[src/shared/ies_pkg.sv]
// Shared constants and types for the instruction execution subset.
// Assumes an 8-bit core with an accumulator and a five-bit status set.
`default_nettype none
package ies_pkg;
  // ----------------------------------------------------------------
  // Widths and reset values
  // ----------------------------------------------------------------
  localparam int MAX_ADDR_W = 16;
  localparam int BANK_OFS_W = 8;
  localparam logic [7:0] ACC_RST = 8'h00;
  localparam logic [7:0] TABLE_POINTER_LOW_RST = 8'h00;
  localparam logic [7:0] TABLE_POINTER_HIGH_RST = 8'h00;
  localparam logic [7:0] TABLE_HIGH_BYTE_LATCH_RST = 8'h00;
  localparam logic [7:0] ZERO_BYTE = 8'h00;
  // ----------------------------------------------------------------
  // Decimal adjust constants
  // ----------------------------------------------------------------
  localparam logic [3:0] NIBBLE_MAX = 4'h9;
  localparam logic [7:0] ADJ_LOW = 8'h06;
  localparam logic [7:0] ADJ_HIGH = 8'h60;

  typedef struct packed {
    logic ov;
    logic sc;
    logic ac;
    logic z;
    logic c;
  } ies_flags_t;

  localparam ies_flags_t FLAGS_RST = '0;

  typedef enum logic [4:0] {
    OP_NONE,
    OP_COPY_AND_SKIP_IF_ZERO,
    OP_SKIP_IF_BIT_CLEAR,
    OP_TABLE_READ_PAGED,
    OP_TABLE_READ_LAST_PAGE,
    OP_INCR_TABLE_READ_PAGED,
    OP_INCR_TABLE_READ_LAST_PAGE,
    OP_XOR_TO_ACC,
    OP_XOR_IMM_TO_ACC,
    OP_EXCLUSIVE_OR_TO_MEMORY,
    OP_LONG_ADD_WITH_CARRY,
    OP_LONG_ADD_CARRY_TO_MEMORY,
    OP_LONG_SUM_TO_ACC,
    OP_LONG_SUM_TO_MEMORY,
    OP_LONG_AND_TO_ACC,
    OP_LONG_AND_TO_MEMORY,
    OP_LONG_ZERO_FILL,
    OP_LONG_ZERO_FILL_BIT,
    OP_LONG_INVERT,
    OP_LONG_INVERT_TO_ACC,
    OP_LONG_DECIMAL_ADJUST,
    OP_LONG_DECREMENT,
    OP_LONG_DECREMENT_TO_ACC,
    OP_LONG_INCREMENT,
    OP_LONG_INCREMENT_TO_ACC,
    OP_LONG_MOVE_TO_ACC,
    OP_LONG_MOVE_TO_MEMORY,
    OP_LONG_OR_TO_ACC,
    OP_LONG_OR_TO_MEMORY,
    OP_LONG_ROTATE_LEFT
  } ies_op_t;

  typedef struct packed {
    ies_op_t op;
    logic [MAX_ADDR_W-1:0] addr;
    logic [2:0] bitSel;
    logic [7:0] imm;
  } ies_instr_t;

  typedef enum logic {ST_EXEC, ST_DUMMY} ies_state_t;
endpackage : ies_pkg
`default_nettype wire

[src/logic/ies_alu.sv]
// Combinational ALU for the logic, arithmetic and long instructions.
// Assumes the caller gates writes with its own accept condition.
`default_nettype none
module ies_alu (
  // Operation
  input wire ies_pkg::ies_op_t op,
  input wire logic [2:0] bitSel,
  input wire logic [7:0] imm,
  // Operands
  input wire logic [7:0] acc,
  input wire logic [7:0] mem,
  input wire ies_pkg::ies_flags_t flagsIn,
  // Results
  output logic [7:0] result,
  output ies_pkg::ies_flags_t flagsOut,
  output logic toMem,
  output logic toAcc
);
  import ies_pkg::*;

  logic cin;
  logic [8:0] sum;
  logic [4:0] lowSum;
  logic adjLow;
  logic adjHigh;
  logic [8:0] daa;

  // Carry enters only for the with-carry forms
  assign cin = (op == OP_LONG_ADD_WITH_CARRY ||
                op == OP_LONG_ADD_CARRY_TO_MEMORY) ? flagsIn.c : 1'b0;
  assign sum = {1'b0, acc} + {1'b0, mem} + {8'h00, cin};
  assign lowSum = {1'b0, acc[3:0]} + {1'b0, mem[3:0]} + {4'h0, cin};
  assign adjLow = (acc[3:0] > NIBBLE_MAX) || flagsIn.ac;
  assign adjHigh = (acc[7:4] > NIBBLE_MAX) || flagsIn.c;
  assign daa = {1'b0, acc} + {1'b0, (adjHigh ? ADJ_HIGH : ZERO_BYTE) |
                                    (adjLow ? ADJ_LOW : ZERO_BYTE)};

  always_comb begin
    result = ZERO_BYTE;
    flagsOut = flagsIn;
    toMem = 1'b0;
    toAcc = 1'b0;
    case (op)
      OP_XOR_TO_ACC, OP_EXCLUSIVE_OR_TO_MEMORY: begin
        result = acc ^ mem;
        toMem = (op == OP_EXCLUSIVE_OR_TO_MEMORY);
        toAcc = !toMem;
      end
      OP_XOR_IMM_TO_ACC: begin
        result = acc ^ imm;
        toAcc = 1'b1;
      end
      OP_LONG_ADD_WITH_CARRY, OP_LONG_ADD_CARRY_TO_MEMORY,
      OP_LONG_SUM_TO_ACC, OP_LONG_SUM_TO_MEMORY: begin
        result = sum[7:0];
        flagsOut.c = sum[8];
        flagsOut.ac = lowSum[4];
        flagsOut.ov = (acc[7] == mem[7]) && (sum[7] != acc[7]);
        // Signed carry is the true sign of the signed sum
        flagsOut.sc = flagsOut.ov ^ sum[7];
        toMem = (op == OP_LONG_ADD_CARRY_TO_MEMORY ||
                 op == OP_LONG_SUM_TO_MEMORY);
        toAcc = !toMem;
      end
      OP_LONG_AND_TO_ACC, OP_LONG_AND_TO_MEMORY: begin
        result = acc & mem;
        toMem = (op == OP_LONG_AND_TO_MEMORY);
        toAcc = !toMem;
      end
      OP_LONG_OR_TO_ACC, OP_LONG_OR_TO_MEMORY: begin
        result = acc | mem;
        toMem = (op == OP_LONG_OR_TO_MEMORY);
        toAcc = !toMem;
      end
      OP_LONG_ZERO_FILL: begin
        result = ZERO_BYTE;
        toMem = 1'b1;
      end
      OP_LONG_ZERO_FILL_BIT: begin
        result = mem & ~(8'h01 << bitSel);
        toMem = 1'b1;
      end
      OP_LONG_INVERT, OP_LONG_INVERT_TO_ACC: begin
        result = ~mem;
        toAcc = (op == OP_LONG_INVERT_TO_ACC);
        toMem = !toAcc;
      end
      OP_LONG_DECIMAL_ADJUST: begin
        result = daa[7:0];
        // Carry can only be raised here, never dropped
        flagsOut.c = flagsIn.c | daa[8];
        toMem = 1'b1;
      end
      OP_LONG_DECREMENT, OP_LONG_DECREMENT_TO_ACC: begin
        result = mem - 8'h01;
        toAcc = (op == OP_LONG_DECREMENT_TO_ACC);
        toMem = !toAcc;
      end
      OP_LONG_INCREMENT, OP_LONG_INCREMENT_TO_ACC: begin
        result = mem + 8'h01;
        toAcc = (op == OP_LONG_INCREMENT_TO_ACC);
        toMem = !toAcc;
      end
      OP_LONG_MOVE_TO_ACC: begin
        result = mem;
        toAcc = 1'b1;
      end
      OP_LONG_MOVE_TO_MEMORY: begin
        result = acc;
        toMem = 1'b1;
      end
      OP_LONG_ROTATE_LEFT: begin
        result = {mem[6:0], mem[7]};
        toMem = 1'b1;
      end
      default: begin
        result = ZERO_BYTE;
      end
    endcase
    case (op)
      OP_XOR_TO_ACC, OP_EXCLUSIVE_OR_TO_MEMORY, OP_XOR_IMM_TO_ACC,
      OP_LONG_ADD_WITH_CARRY, OP_LONG_ADD_CARRY_TO_MEMORY,
      OP_LONG_SUM_TO_ACC, OP_LONG_SUM_TO_MEMORY,
      OP_LONG_AND_TO_ACC, OP_LONG_AND_TO_MEMORY,
      OP_LONG_OR_TO_ACC, OP_LONG_OR_TO_MEMORY,
      OP_LONG_INVERT, OP_LONG_INVERT_TO_ACC,
      OP_LONG_DECREMENT, OP_LONG_DECREMENT_TO_ACC,
      OP_LONG_INCREMENT, OP_LONG_INCREMENT_TO_ACC: begin
        flagsOut.z = (result == ZERO_BYTE);
      end
      default: begin
        flagsOut.z = flagsIn.z;
      end
    endcase
  end
endmodule : ies_alu
`default_nettype wire

[src/logic/ies_table_ptr.sv]
// Table pointer pair and program address former for table reads.
// Assumes pointer loads come from the core's special register writes.
`default_nettype none
module ies_table_ptr #(
  parameter int PROG_ADDR_W = 16
) (
  // Clock and reset
  input wire logic clock,
  input wire logic rst,
  // Pointer loads
  input wire logic lowWe,
  input wire logic [7:0] lowWdata,
  input wire logic highWe,
  input wire logic [PROG_ADDR_W-9:0] highWdata,
  // Table read request
  input wire logic incr,
  input wire logic lastPage,
  // Results
  output logic [PROG_ADDR_W-1:0] progAddr,
  output logic [7:0] lowPtr,
  output logic [PROG_ADDR_W-9:0] highPtr
);
  import ies_pkg::*;

  logic [7:0] lowUsed;

  // Increment is seen by the same read, not only by the next one
  assign lowUsed = incr ? lowPtr + 8'h01 : lowPtr;
  assign progAddr = lastPage ? {{(PROG_ADDR_W-8){1'b1}}, lowUsed}
                             : {highPtr, lowUsed};

  always_ff @(posedge clock or posedge rst) begin
    if (rst) begin
      lowPtr <= TABLE_POINTER_LOW_RST;
    end else if (lowWe) begin
      lowPtr <= lowWdata;
    end else if (incr) begin
      lowPtr <= lowUsed;
    end
  end

  always_ff @(posedge clock or posedge rst) begin
    if (rst) begin
      highPtr <= TABLE_POINTER_HIGH_RST[PROG_ADDR_W-9:0];
    end else if (highWe) begin
      highPtr <= highWdata;
    end
  end
endmodule : ies_table_ptr
`default_nettype wire

[src/logic/ies_exec.sv]
// Execution unit for skip, table read, XOR and long data instructions.
// Assumes combinational data and program memory reads in the same cycle
// and a fetch stage that honours instrReady and the dummy cycle.
`default_nettype none
// Operation
// - Copy byte to accumulator, skip if zero
// - Taken skip inserts one dummy cycle
// - Skip when selected data bit is clear
// - Paged table read uses both pointers
// - Last-page table read uses low pointer
// - Increment low pointer, then paged read
// - Increment low pointer, then last-page read
// - XOR into accumulator or memory, Z only
// - Long forms address all data memory
// - Add with carry, five arithmetic flags
// - Add without carry, same five flags
// - AND into accumulator or memory, Z only
// - OR into accumulator or memory, Z only
// - Clear byte or bit, no flags
// - Complement to memory or accumulator, Z
// - Decimal adjust accumulator into memory, carry only
// - Decrement to memory or accumulator, Z
// - Increment to memory or accumulator, Z
// - Move byte either way, no flags
// - Rotate byte left, bit 7 to 0
module ies_exec #(
  parameter int MEM_ADDR_W = 12,
  parameter int PROG_ADDR_W = 16,
  parameter int PROG_W = 16
) (
  // Clock and reset
  input wire logic clock,
  input wire logic rst,
  // Instruction stream
  input wire logic instrValid,
  input wire ies_pkg::ies_instr_t instr,
  output logic instrReady,
  output logic skipTaken,
  output logic dummyCycle,
  // Bank select for short forms
  input wire logic [MEM_ADDR_W-9:0] bankSel,
  // Data memory
  output logic [MEM_ADDR_W-1:0] memRdAddr,
  input wire logic [7:0] memRdData,
  output logic memWe,
  output logic [MEM_ADDR_W-1:0] memWrAddr,
  output logic [7:0] memWrData,
  // Program memory
  output logic [PROG_ADDR_W-1:0] progAddr,
  input wire logic [PROG_W-1:0] progWord,
  // Table pointer loads
  input wire logic tblpWe,
  input wire logic [7:0] tblpWdata,
  input wire logic tbhpWe,
  input wire logic [PROG_ADDR_W-9:0] tbhpWdata,
  // Core state
  output logic [7:0] acc,
  output ies_pkg::ies_flags_t flags,
  output logic [PROG_W-9:0] tableHigh,
  output logic [7:0] tablePtrLow,
  output logic [PROG_ADDR_W-9:0] tablePtrHigh
);
  import ies_pkg::*;

  if (MEM_ADDR_W < 9 || MEM_ADDR_W > MAX_ADDR_W || PROG_ADDR_W < 9 ||
      PROG_ADDR_W > 16 || PROG_W < 9 || PROG_W > 16) begin : g_bad_params
    $error("ies_exec: unsupported width parameters");
  end

  // ----------------------------------------------------------------
  // Decode helpers
  // ----------------------------------------------------------------
  function automatic logic isLong(input ies_op_t op);
    return op >= OP_LONG_ADD_WITH_CARRY;
  endfunction : isLong

  function automatic logic isTable(input ies_op_t op);
    return op == OP_TABLE_READ_PAGED || op == OP_TABLE_READ_LAST_PAGE ||
           op == OP_INCR_TABLE_READ_PAGED ||
           op == OP_INCR_TABLE_READ_LAST_PAGE;
  endfunction : isTable

  ies_state_t state_q;
  ies_state_t state_d;
  logic accepted;
  logic [MEM_ADDR_W-1:0] effAddr;
  logic [7:0] operand;
  logic [7:0] aluResult;
  ies_flags_t aluFlags;
  logic aluToMem;
  logic aluToAcc;
  logic skipCond;

  // Long forms see the whole space; short forms stay in the bank
  assign effAddr = isLong(instr.op) ? instr.addr[MEM_ADDR_W-1:0]
                                    : {bankSel, instr.addr[7:0]};
  assign memRdAddr = effAddr;

  // Forward a write still in flight so back-to-back ops see fresh data
  assign operand = (memWe && memWrAddr == effAddr) ? memWrData
                                                    : memRdData;

  // The skipped instruction arrives in the dummy cycle and is dropped
  assign instrReady = 1'b1;
  assign accepted = instrValid && (state_q == ST_EXEC);
  assign dummyCycle = (state_q == ST_DUMMY);

  always_comb begin
    case (instr.op)
      OP_COPY_AND_SKIP_IF_ZERO: skipCond = (operand == ZERO_BYTE);
      OP_SKIP_IF_BIT_CLEAR: skipCond = !operand[instr.bitSel];
      default: skipCond = 1'b0;
    endcase
  end
  assign skipTaken = accepted && skipCond;

  // ----------------------------------------------------------------
  // Submodules
  // ----------------------------------------------------------------
  ies_alu u_alu (
    .op(instr.op),
    .bitSel(instr.bitSel),
    .imm(instr.imm),
    .acc(acc),
    .mem(operand),
    .flagsIn(flags),
    .result(aluResult),
    .flagsOut(aluFlags),
    .toMem(aluToMem),
    .toAcc(aluToAcc)
  );

  ies_table_ptr #(
    .PROG_ADDR_W(PROG_ADDR_W)
  ) u_table_ptr (
    .clock(clock),
    .rst(rst),
    .lowWe(tblpWe),
    .lowWdata(tblpWdata),
    .highWe(tbhpWe),
    .highWdata(tbhpWdata),
    .incr(accepted && (instr.op == OP_INCR_TABLE_READ_PAGED ||
          instr.op == OP_INCR_TABLE_READ_LAST_PAGE)),
    .lastPage(instr.op == OP_TABLE_READ_LAST_PAGE ||
              instr.op == OP_INCR_TABLE_READ_LAST_PAGE),
    .progAddr(progAddr),
    .lowPtr(tablePtrLow),
    .highPtr(tablePtrHigh)
  );

  // ----------------------------------------------------------------
  // Skip sequencing
  // ----------------------------------------------------------------
  always_comb begin
    case (state_q)
      ST_EXEC: state_d = skipTaken ? ST_DUMMY : ST_EXEC;
      ST_DUMMY: state_d = ST_EXEC;
      default: state_d = ST_EXEC;
    endcase
  end

  always_ff @(posedge clock or posedge rst) begin
    if (rst) begin
      state_q <= ST_EXEC;
    end else begin
      state_q <= state_d;
    end
  end

  // ----------------------------------------------------------------
  // Architectural state
  // ----------------------------------------------------------------
  always_ff @(posedge clock or posedge rst) begin
    if (rst) begin
      acc <= ACC_RST;
    end else if (accepted) begin
      if (instr.op == OP_COPY_AND_SKIP_IF_ZERO) begin
        acc <= operand;
      end else if (aluToAcc) begin
        acc <= aluResult;
      end
    end
  end

  always_ff @(posedge clock or posedge rst) begin
    if (rst) begin
      flags <= FLAGS_RST;
    end else if (accepted) begin
      flags <= aluFlags;
    end
  end

  always_ff @(posedge clock or posedge rst) begin
    if (rst) begin
      tableHigh <= TABLE_HIGH_BYTE_LATCH_RST[PROG_W-9:0];
    end else if (accepted && isTable(instr.op)) begin
      tableHigh <= progWord[PROG_W-1:8];
    end
  end

  always_ff @(posedge clock or posedge rst) begin
    if (rst) begin
      memWe <= 1'b0;
      memWrAddr <= '0;
      memWrData <= ZERO_BYTE;
    end else begin
      memWe <= accepted && (aluToMem || isTable(instr.op));
      if (accepted) begin
        memWrAddr <= effAddr;
        memWrData <= isTable(instr.op) ? progWord[7:0]
                                       : aluResult;
      end
    end
  end

  // ----------------------------------------------------------------
  // Checks
  // ----------------------------------------------------------------
  chk_copy_load: assert property (@(posedge clock) disable iff (rst)
    accepted && instr.op == OP_COPY_AND_SKIP_IF_ZERO |=>
      acc == $past(operand) && flags == $past(flags))
    else $error("copy and skip did not load accumulator");

  chk_skip_dummy: assert property (@(posedge clock) disable iff (rst)
    skipTaken |=> dummyCycle ##1 !dummyCycle)
    else $error("taken skip did not give one dummy cycle");

  chk_bit_skip: assert property (@(posedge clock) disable iff (rst)
    accepted && instr.op == OP_SKIP_IF_BIT_CLEAR |->
      skipTaken == !operand[instr.bitSel])
    else $error("bit skip decision wrong");

  chk_table_paged: assert property (@(posedge clock) disable iff (rst)
    accepted && instr.op == OP_TABLE_READ_PAGED |->
      progAddr == {tablePtrHigh, tablePtrLow} ##1
      memWe && memWrData == $past(progWord[7:0]) &&
      tableHigh == $past(progWord[PROG_W-1:8]))
    else $error("paged table read wrong");

  chk_table_last: assert property (@(posedge clock) disable iff (rst)
    accepted && instr.op == OP_TABLE_READ_LAST_PAGE |->
      progAddr == {{(PROG_ADDR_W-8){1'b1}}, tablePtrLow})
    else $error("last page table address wrong");

  chk_incr_ptr: assert property (@(posedge clock) disable iff (rst)
    accepted && !tblpWe && instr.op == OP_INCR_TABLE_READ_PAGED |->
      progAddr[7:0] == tablePtrLow + 8'h01 ##1
      tablePtrLow == $past(tablePtrLow) + 8'h01)
    else $error("incrementing table read pointer wrong");

  chk_incr_last: assert property (@(posedge clock) disable iff (rst)
    accepted && instr.op == OP_INCR_TABLE_READ_LAST_PAGE |->
      progAddr == {{(PROG_ADDR_W-8){1'b1}}, tablePtrLow + 8'h01})
    else $error("incrementing last page address wrong");

  chk_xor_zero: assert property (@(posedge clock) disable iff (rst)
    accepted && instr.op == OP_XOR_TO_ACC |=>
      acc == ($past(acc) ^ $past(operand)) && flags.z == (acc == 8'h00) &&
      {flags.ov, flags.sc, flags.ac, flags.c} ==
      $past({flags.ov, flags.sc, flags.ac, flags.c}))
    else $error("xor result or flags wrong");

  chk_long_addr: assert property (@(posedge clock) disable iff (rst)
    accepted && isLong(instr.op) |->
      memRdAddr == instr.addr[MEM_ADDR_W-1:0])
    else $error("long form did not use full address");

  chk_add_carry: assert property (@(posedge clock) disable iff (rst)
    accepted && instr.op == OP_LONG_ADD_WITH_CARRY |=>
      {flags.c, acc} == {1'b0, $past(acc)} + {1'b0, $past(operand)} +
      {8'h00, $past(flags.c)})
    else $error("add with carry wrong");

  chk_zero_fill: assert property (@(posedge clock) disable iff (rst)
    accepted && instr.op == OP_LONG_ZERO_FILL |=>
      memWe && memWrData == 8'h00 && $stable(flags))
    else $error("clear wrote wrong value or moved flags");

  chk_rotate: assert property (@(posedge clock) disable iff (rst)
    accepted && instr.op == OP_LONG_ROTATE_LEFT |=>
      memWrData == {$past(operand[6:0]), $past(operand[7])} &&
      $stable(flags))
    else $error("rotate left wrong");

  chk_dummy_drop: assert property (@(posedge clock) disable iff (rst)
    dummyCycle |=> $stable(acc) && $stable(flags) && !memWe &&
      $stable(tableHigh))
    else $error("dummy cycle changed state");

  cov_skip_taken: cover property (@(posedge clock) disable iff (rst)
    skipTaken ##1 dummyCycle && instrValid);
  cov_table_incr: cover property (@(posedge clock) disable iff (rst)
    accepted && instr.op == OP_INCR_TABLE_READ_LAST_PAGE);
  cov_decimal_adj: cover property (@(posedge clock) disable iff (rst)
    accepted && instr.op == OP_LONG_DECIMAL_ADJUST && aluFlags.c);
endmodule : ies_exec
`default_nettype wire

[config.mk]
export PLATFORM = sky130hd
export DESIGN_NAME = ies_exec
export DESIGN_NICKNAME = d
export VERILOG_FILES = /design/src/shared/ies_pkg.sv /design/src/logic/ies_alu.sv /design/src/logic/ies_table_ptr.sv /design/src/logic/ies_exec.sv
export SDC_FILE = /design/constraint.sdc
export NUM_CORES = 1
export LEC_CHECK = 0
export BUFFER_PORTS_ARGS = -buffer_cell sky130_fd_sc_hd__buf_4
export CELL_PAD_IN_SITES_DETAIL_PLACEMENT = 1
export CELL_PAD_IN_SITES_GLOBAL_PLACEMENT = 1
export CORE_ASPECT_RATIO = 0.75
export CORE_MARGIN = 2
export CORE_UTILIZATION = 30
export DETAILED_ROUTE_END_ITERATION = 7
export PLACE_DENSITY_LB_ADDON = 0.08
export SLEW_MARGIN = 40
export SYNTH_ARGS = -nofsm -noshare
export SYNTH_HDL_FRONTEND = slang
export SYNTH_SLANG_ARGS = --single-unit
[constraint.sdc]
create_clock -name clock -period 7.03 [get_ports clock]
set_input_delay 0.703 -clock clock [delete_from_list [all_inputs] [get_ports clock]]
set_output_delay 0.703 -clock clock [all_outputs]
set_load 0.1 [all_outputs]
==> run metrics, run 1 <==
number of clock buffers inserted by TritonCTS=9; number of buffers added for setup after CTS=0; timing startpoint of the critical path=instr[28]; instance area after placement=7100 um2; Yosys warning total=0; Primary FF master, synth=dfrtp_1; CTS max path bufs=2; vias after detailed routing=6,178; worst reg-to-reg setup slack=1.22 ns; Max Cap Viol=0; post-cts gate resize count=0; floorplan row count=43; Pins Over Slew Limit=0; number of antenna violations at the first check in global routing=0; Hold Crit Depth=2; peak ir drop on the vdd network=0.000231 V; routed length per placed instance=21.7 um; time the worst path needs with I/O delays and setup=6.11 ns; vias in the first global route=6,354; Total Die Area=19,900 um2; core footprint=18,500 um2; Port Buf Inserts=164; top-count cell post-synth=nand2_1; post-synthesis net count=813; max_slew headroom=40.1%; count of unique library cells instantiated by Yosys=79; Die H=123 um; sequential-to-total area share from yosys stat=26.2%; Pwr Density=305 nW/um2; Sum Neg Setup Slack=0 ns; # diodes=0; total of endpoints with negative setup slack in the final report=0; number of nets still failing antenna checks after routing=0; Reg2Reg Capture Point=flags[1]; synthesized netlist cell count=707; Filler cells=2,201; Max Clock Skew=0.00686 ns; Final HPWL DP=18.9 mm; remaining global-route overflow=0; Crit-path slowest cell=or4_4; first-pass GRT wire length=36.8 mm; launching element type of the critical path=input port; Max stage delay on crit path=0.59 ns; type of destination of the critical path=flop; total non-filler cell area in the finished layout=7420 um2; number of enable flip-flop cells after synthesis=0; Hold EP=flags[3]; maximum number of pins on one net before global-route repair=60; # H-tree levels=3; mean cell area of the mapped netlist=7.98 um2; post-layout instance count excluding filler cells=1,099; DRC violation count after routing=0; Synth area leaders=dfrtp_1 26%, nand2_1 5.9%, mux2_2 5.2%, ha_1 4.7%, xnor2_1 4.5%; fraction of synthesized cell area taken by the top area cell type=26.2%; slew of the pin with the lowest slew margin=0.896 ns; die outline width=162 um; FFs w/ async S/R, synth=100%; Crit path top cell by count=buf_4; RSZ-0062 raised after global routing=false; worst r2r src=memWrAddr[1]; clock slew at the register clock pins of the worst setup and hold paths=0.05 ns; GRT Total Usage=24.2%; highest clock frequency the design can meet=164 MHz; proportion of layout cells with a drive suffix above 1=30.3%; flop and latch count out of synthesis=59; outcome=complete, no violations; routed wire length=23.8 mm; final worst-path cycle share=86.9%; Leakage Power=3.27 nW; hold crit path type=reg2reg; biggest area consumer among synthesized cells=dfrtp_1; number of nets in the final layout=954; count of placed standard cells including taps=1,084; total standard cell area after synthesis=5640 um2; CP required=7.30 ns; growth of design area from synthesis to finish=31.5%; post-layout util=40.2%; arrival time of the worst setup path=6.37 ns; global placer's final weighted congestion=0.930; count of clock tree sinks=59; drt pass-1 iters=5; clock tree from TritonCTS=built; category of the most critical setup path=in2reg; iteration-0 DRC count of the detailed router=503; Hold Fails Final Rpt=0; most frequent cells after synthesis=88 x nand2_1, 62 x nor2_1, 59 x dfrtp_1; root cell of the clock tree=clkbuf_16; top-level I/O count=170; path depth of the worst reg2reg path=21; list of cells traversed by the critical path=buf_4, o21a_2, o32ai_2, xor2_1, or4_4, nor2_4, mux2i_1, buf_4, fa_1, fa_1, nand2b_1, a21oi_1, and2_1, o32ai_1, a211oi_1, o21ai_0, a221o_1, a2111oi_1, buf_4, nand2_1, nor3_1, a41o_1; startpoint of the lowest-slack hold path=flags[3]; hold buffer count at CTS=0; worst slack on hold paths=0.483 ns; Starting Density=30.6%; CP Max Fanout=22; Avg Vias per Cell=5.62; Skew-Pair Late Insertion Delay=0.33 ns
-- worst max-delay path by stage --
stage	end	slack [ns]	cells after the start
floorplan	skipTaken	0.30	12
global placement	flags[1]	0.75	22
detailed placement	flags[1]	0.63	22
CTS	flags[1]	0.95	22
global route	flags[1]	0.51	22
finish	flags[1]	0.92	22
-- stage by stage --
stage / power [W] / setup WS, ns
finish: 0.00226 / 0.923
global route: 0.00236 / 0.512
CTS: 0.00227 / 0.950
detailed placement: 0.00178 / 0.628
global placement: 0.00175 / 0.748
floorplan: 0.00144 / 0.299
-- state kept, by name, indices dropped and copies added (netlist names) --
register and flops:
u_table_ptr.highPtr 8, tableHigh 8, memWrAddr 12, flags 5, dummyCycle 1, memWrData 8, acc 8, u_table_ptr.lowPtr 8
memWe 1
-- routing by layer --
metal / GRT usage (%) / share of wire, % / vias to the layer above
met2: 36.1 / 42 / 227
met5: 0 / 0 / -
li1: - / - / 2850
met1: 35.2 / 49 / 3068
met4: 6.08 / 1.5 / 0
met3: 5.47 / 7.5 / 33
-- kinds of logic (layout without fill, tap and decap cells) --
kind of cell               after synthesis  count (layout)  share of synthesized area (%)
xor gates and xnor gates                37              37                           5.74
buffers and inverters                   78             223                           5.96
muxes                                   45              45                           9.36
AOI/OAI and AO/OA                      188             188                           22.3
other                                    1               1                         0.0665
adders and majority gates               26              26                           6.27
and+or+nand+nor                        273             273                           24.1
DFF                                     59              59                           26.2
-- cell type report --
class                      instances  area [um2]  share of cell area (%)
clock buffer                      10         239                    3.22
clock inverter                     5        77.6                    1.05
inverter                          31         116                    1.57
multi-input combinational        570        3870                    52.1
sequential                        59        1480                    19.9
tap                              247         309                    4.17
timing repair buffer             177        1330                    18.0
-- layout by cell type, fill, tap and decap left out, drive strengths merged, types with 6 or more instances in the layout --
cell type / instances
nand4: 11
ha: 21
mux2i: 17
a211oi: 12
o32ai: 6
nand3: 21
buf: 177
or4: 7
nor2b: 8
dfrtp: 59
o221ai: 6
nand2b: 10
inv: 31
nor2: 63
a21oi: 40
nand2: 89
xor2: 8
o22ai: 11
mux2: 26
or2: 10
a31oi: 24
clkbuf: 10
nor3: 24
o21ai: 41
xnor2: 29
and3: 7
-- report_power, final --
part	internal (W)	leakage (nW)	switching, W	total (W)
registers	0.000403	0.708	0.000107	0.000509
logic	0.000334	2.40	0.000936	0.00127
clock network	0.000317	0.154	0.000164	0.000481
total	0.00105	3.27	0.00121	0.00226
-- worst max-delay path, delay by kind of cell --
family,cells,cell delay (ns)
AO/OA/AOI/OAI,9,2.24
XOR/XNOR,1,0.20
adder cells (fa/ha/maj),2,0.86
buffers and inverters,3,0.61
multiplexers,1,0.14
AND/OR/NAND/NOR,6,1.62
Note: power is estimated with default switching activity, not from simulation.
==> run 2: changes to the inputs <==
clock period = 7 ns   (was 7.03 ns; I/O delays follow)
==> run 2 against run 1 <==
Worst hold slack improved by 0.015 ns. Power rose by 0.34%. Largest power group unchanged. Register-to-register slack improved by 0.29 ns. Clock skew barely moved. Worst setup slack improved by 0.23 ns. Via count fell by 0.55%. Combinational power barely moved. Non-clock buffer count did not move. Core utilization barely moved.
==> run metrics, run 2 (synthesis gave the netlist of run 1 again) <==
worst r2r src=memWrAddr[0]; arrival time of the worst setup path=6.12 ns (-0.25 ns); Skew-Pair Late Insertion Delay=0.34 ns (about the same); flip-flop count of the largest register after layout=12 (unchanged); vias in the first global route=6,312 (-0.66%); Total Die Area=19,900 um2 (unchanged); Starting Density=30.6% (unchanged); # H-tree levels=3 (unchanged); routed wire length=23.8 mm (+0.10%); time the worst path needs with I/O delays and setup=5.84 ns; vias after detailed routing=6,144 (-0.55%); core footprint=18,500 um2 (unchanged); Hold Fails Final Rpt=0 (unchanged); Filler cells=2,216 (+0.68%); iteration-0 DRC count of the detailed router=390 (-22%); category of the most critical setup path=in2reg; maximum number of pins on one net before global-route repair=60 (unchanged); remaining global-route overflow=0 (unchanged); GRT Total Usage=24.3% (+0.14 points); drt pass-1 iters=5 (unchanged); proportion of layout cells with a drive suffix above 1=30.4% (+0.082 points); root cell of the clock tree=clkbuf_16; routed length per placed instance=21.7 um (about the same); Most flops, register=memWrAddr; global placer's final weighted congestion=0.919 (-1.1%); number of buffers added for setup after CTS=0 (unchanged); final worst-path cycle share=83.5%; first-pass GRT wire length=36.8 mm (about the same); startpoint of the lowest-slack hold path=flags[3]; launching element type of the critical path=input port; post-layout util=40.2% (+0.041 points); CP Max Fanout=22 (unchanged); hold crit path type=reg2reg; Max Clock Skew=0.00643 ns (-0.000433 ns); clock tree from TritonCTS=built; most used cells in the layout excluding fill and tap cells=176 x buf_4, 88 x nand2_1, 60 x nor2_1; instance area after placement=7100 um2 (unchanged); highest clock frequency the design can meet=171 MHz; RSZ-0062 raised after global routing=false; Pins Over Slew Limit=0 (unchanged); Hold Crit Depth=2 (unchanged); Avg Vias per Cell=5.59 (-0.64%); Max Cap Viol=0 (unchanged); total non-filler cell area in the finished layout=7430 um2 (+0.10%); top-level I/O count=170 (unchanged); Design Power=0.00227 W (+0.34%); Hold EP=flags[3]; slew of the pin with the lowest slew margin=0.857 ns (-0.0382 ns); die outline width=162 um (unchanged); type of destination of the critical path=flop; total of endpoints with negative setup slack in the final report=0 (unchanged); number of nets still failing antenna checks after routing=0 (unchanged); post-cts gate resize count=0 (unchanged); most common cell after layout, fill and taps aside=buf_4; Pwr Density=305 nW/um2 (+0.24%); path depth of the worst reg2reg path=20 (-4.8%); hold buffer count at CTS=0 (unchanged); number of nets in the final layout=954 (unchanged); worst reg-to-reg setup slack=1.51 ns (+0.29 ns); max_slew headroom=42.6% (+2.6 points); Port Buf Inserts=164 (unchanged); CP required=7.27 ns (-0.03 ns); peak ir drop on the vdd network=0.000226 V (-2.3%); DRC violation count after routing=0 (unchanged); DP Worst Slack=0.866 ns (+0.238 ns); Final HPWL DP=19.0 mm (+0.24%); floorplan row count=43 (unchanged); Sum Neg Setup Slack=0 ns (unchanged); Die H=123 um (unchanged); Reg2Reg Capture Point=flags[1]; CTS max path bufs=2 (unchanged); number of antenna violations at the first check in global routing=0 (unchanged); # diodes=0 (unchanged); count of clock tree sinks=59 (unchanged); number of clock buffers inserted by TritonCTS=9 (unchanged); clock slew at the register clock pins of the worst setup and hold paths=0.06 ns (about the same); outcome=complete, no violations; post-layout worst setup margin=1.16 ns (+0.234 ns); Leakage Power=3.26 nW (about the same); growth of design area from synthesis to finish=31.6%
==> run 2: changes by cell type in the layout (fill, tap and decap cells not counted) <==
cell | previous run | this run
clkbuf_1 | 0 | 1
nor3_2 | 1 | 2
clkinv_4 | 0 | 2
clkbuf_8 | 1 | 0
nor3_1 | 23 | 22
clkinv_2 | 2 | 1
==> run 2: stage by stage <==
| step | hold WS, ns | std cells |
|---|---|---|
| finish | 0.498 | 1100 |
| global route | 0.531 | 1100 |
| CTS | 0.507 | 1100 |
| detailed placement | 0.494 | 1084 |
| global placement | 0.474 | 1084 |
| floorplan | 0.805 | 707 |
==> run 2: routing by layer <==
metal	global-route usage (%)	part of all wire, %	vias to the layer above
met5	0	0	-
li1	-	-	2848
met1	35.8	49	3084
met2	36.0	43	187
met3	5.85	7.1	25
met4	5.53	1.3	0
==> run 2: worst max-delay path by stage <==
stage	start	to	slack [ns]	cells past startpoint
final	instr[28]	flags[1]	1.16	22
after global routing	instr[28]	flags[1]	0.73	22
after CTS	instr[28]	flags[1]	1.21	21
after detailed placement	instr[28]	flags[1]	0.87	21
after global placement	instr[28]	flags[1]	0.95	21
after floorplan	instr[28]	skipTaken	0.28	12
==> run 2: power breakdown <==
| part | internal (W) | leakage [nW] | switching, W |
|---|---|---|---|
| clock network | 0.000312 | 0.153 | 0.000169 |
| logic | 0.000335 | 2.40 | 0.000939 |
| registers | 0.000404 | 0.708 | 0.000109 |
==> run 2: area by class of cell <==
cell class / count / area, um2 / area share [%]
Multi-Input combinational cell: 570 / 3870 / 52.1
Sequential cell: 59 / 1480 / 19.9
Timing Repair Buffer: 177 / 1330 / 17.9
Tap cell: 247 / 309 / 4.16
Clock buffer: 10 / 229 / 3.08
Inverter: 31 / 116 / 1.57
Clock inverter: 6 / 90.1 / 1.21
==> run 2: worst max-delay path, cell delays in order <==
cell and delay, ns:
buf_4 0.19, o21a_2 0.28, o32ai_2 0.32, xor2_1 0.21
or4_4 0.59, nor2_4 0.15, mux2i_1 0.08, buf_4 0.20
fa_1 0.45, fa_1 0.40, nand2b_1 0.19, a21oi_1 0.27
and2_1 0.21, o32ai_1 0.10, a211oi_1 0.39, o21ai_0 0.16
a221o_1 0.28, a2111oi_1 0.28, buf_4 0.23, nand2_1 0.06
nor3_1 0.18, a41o_1 0.18
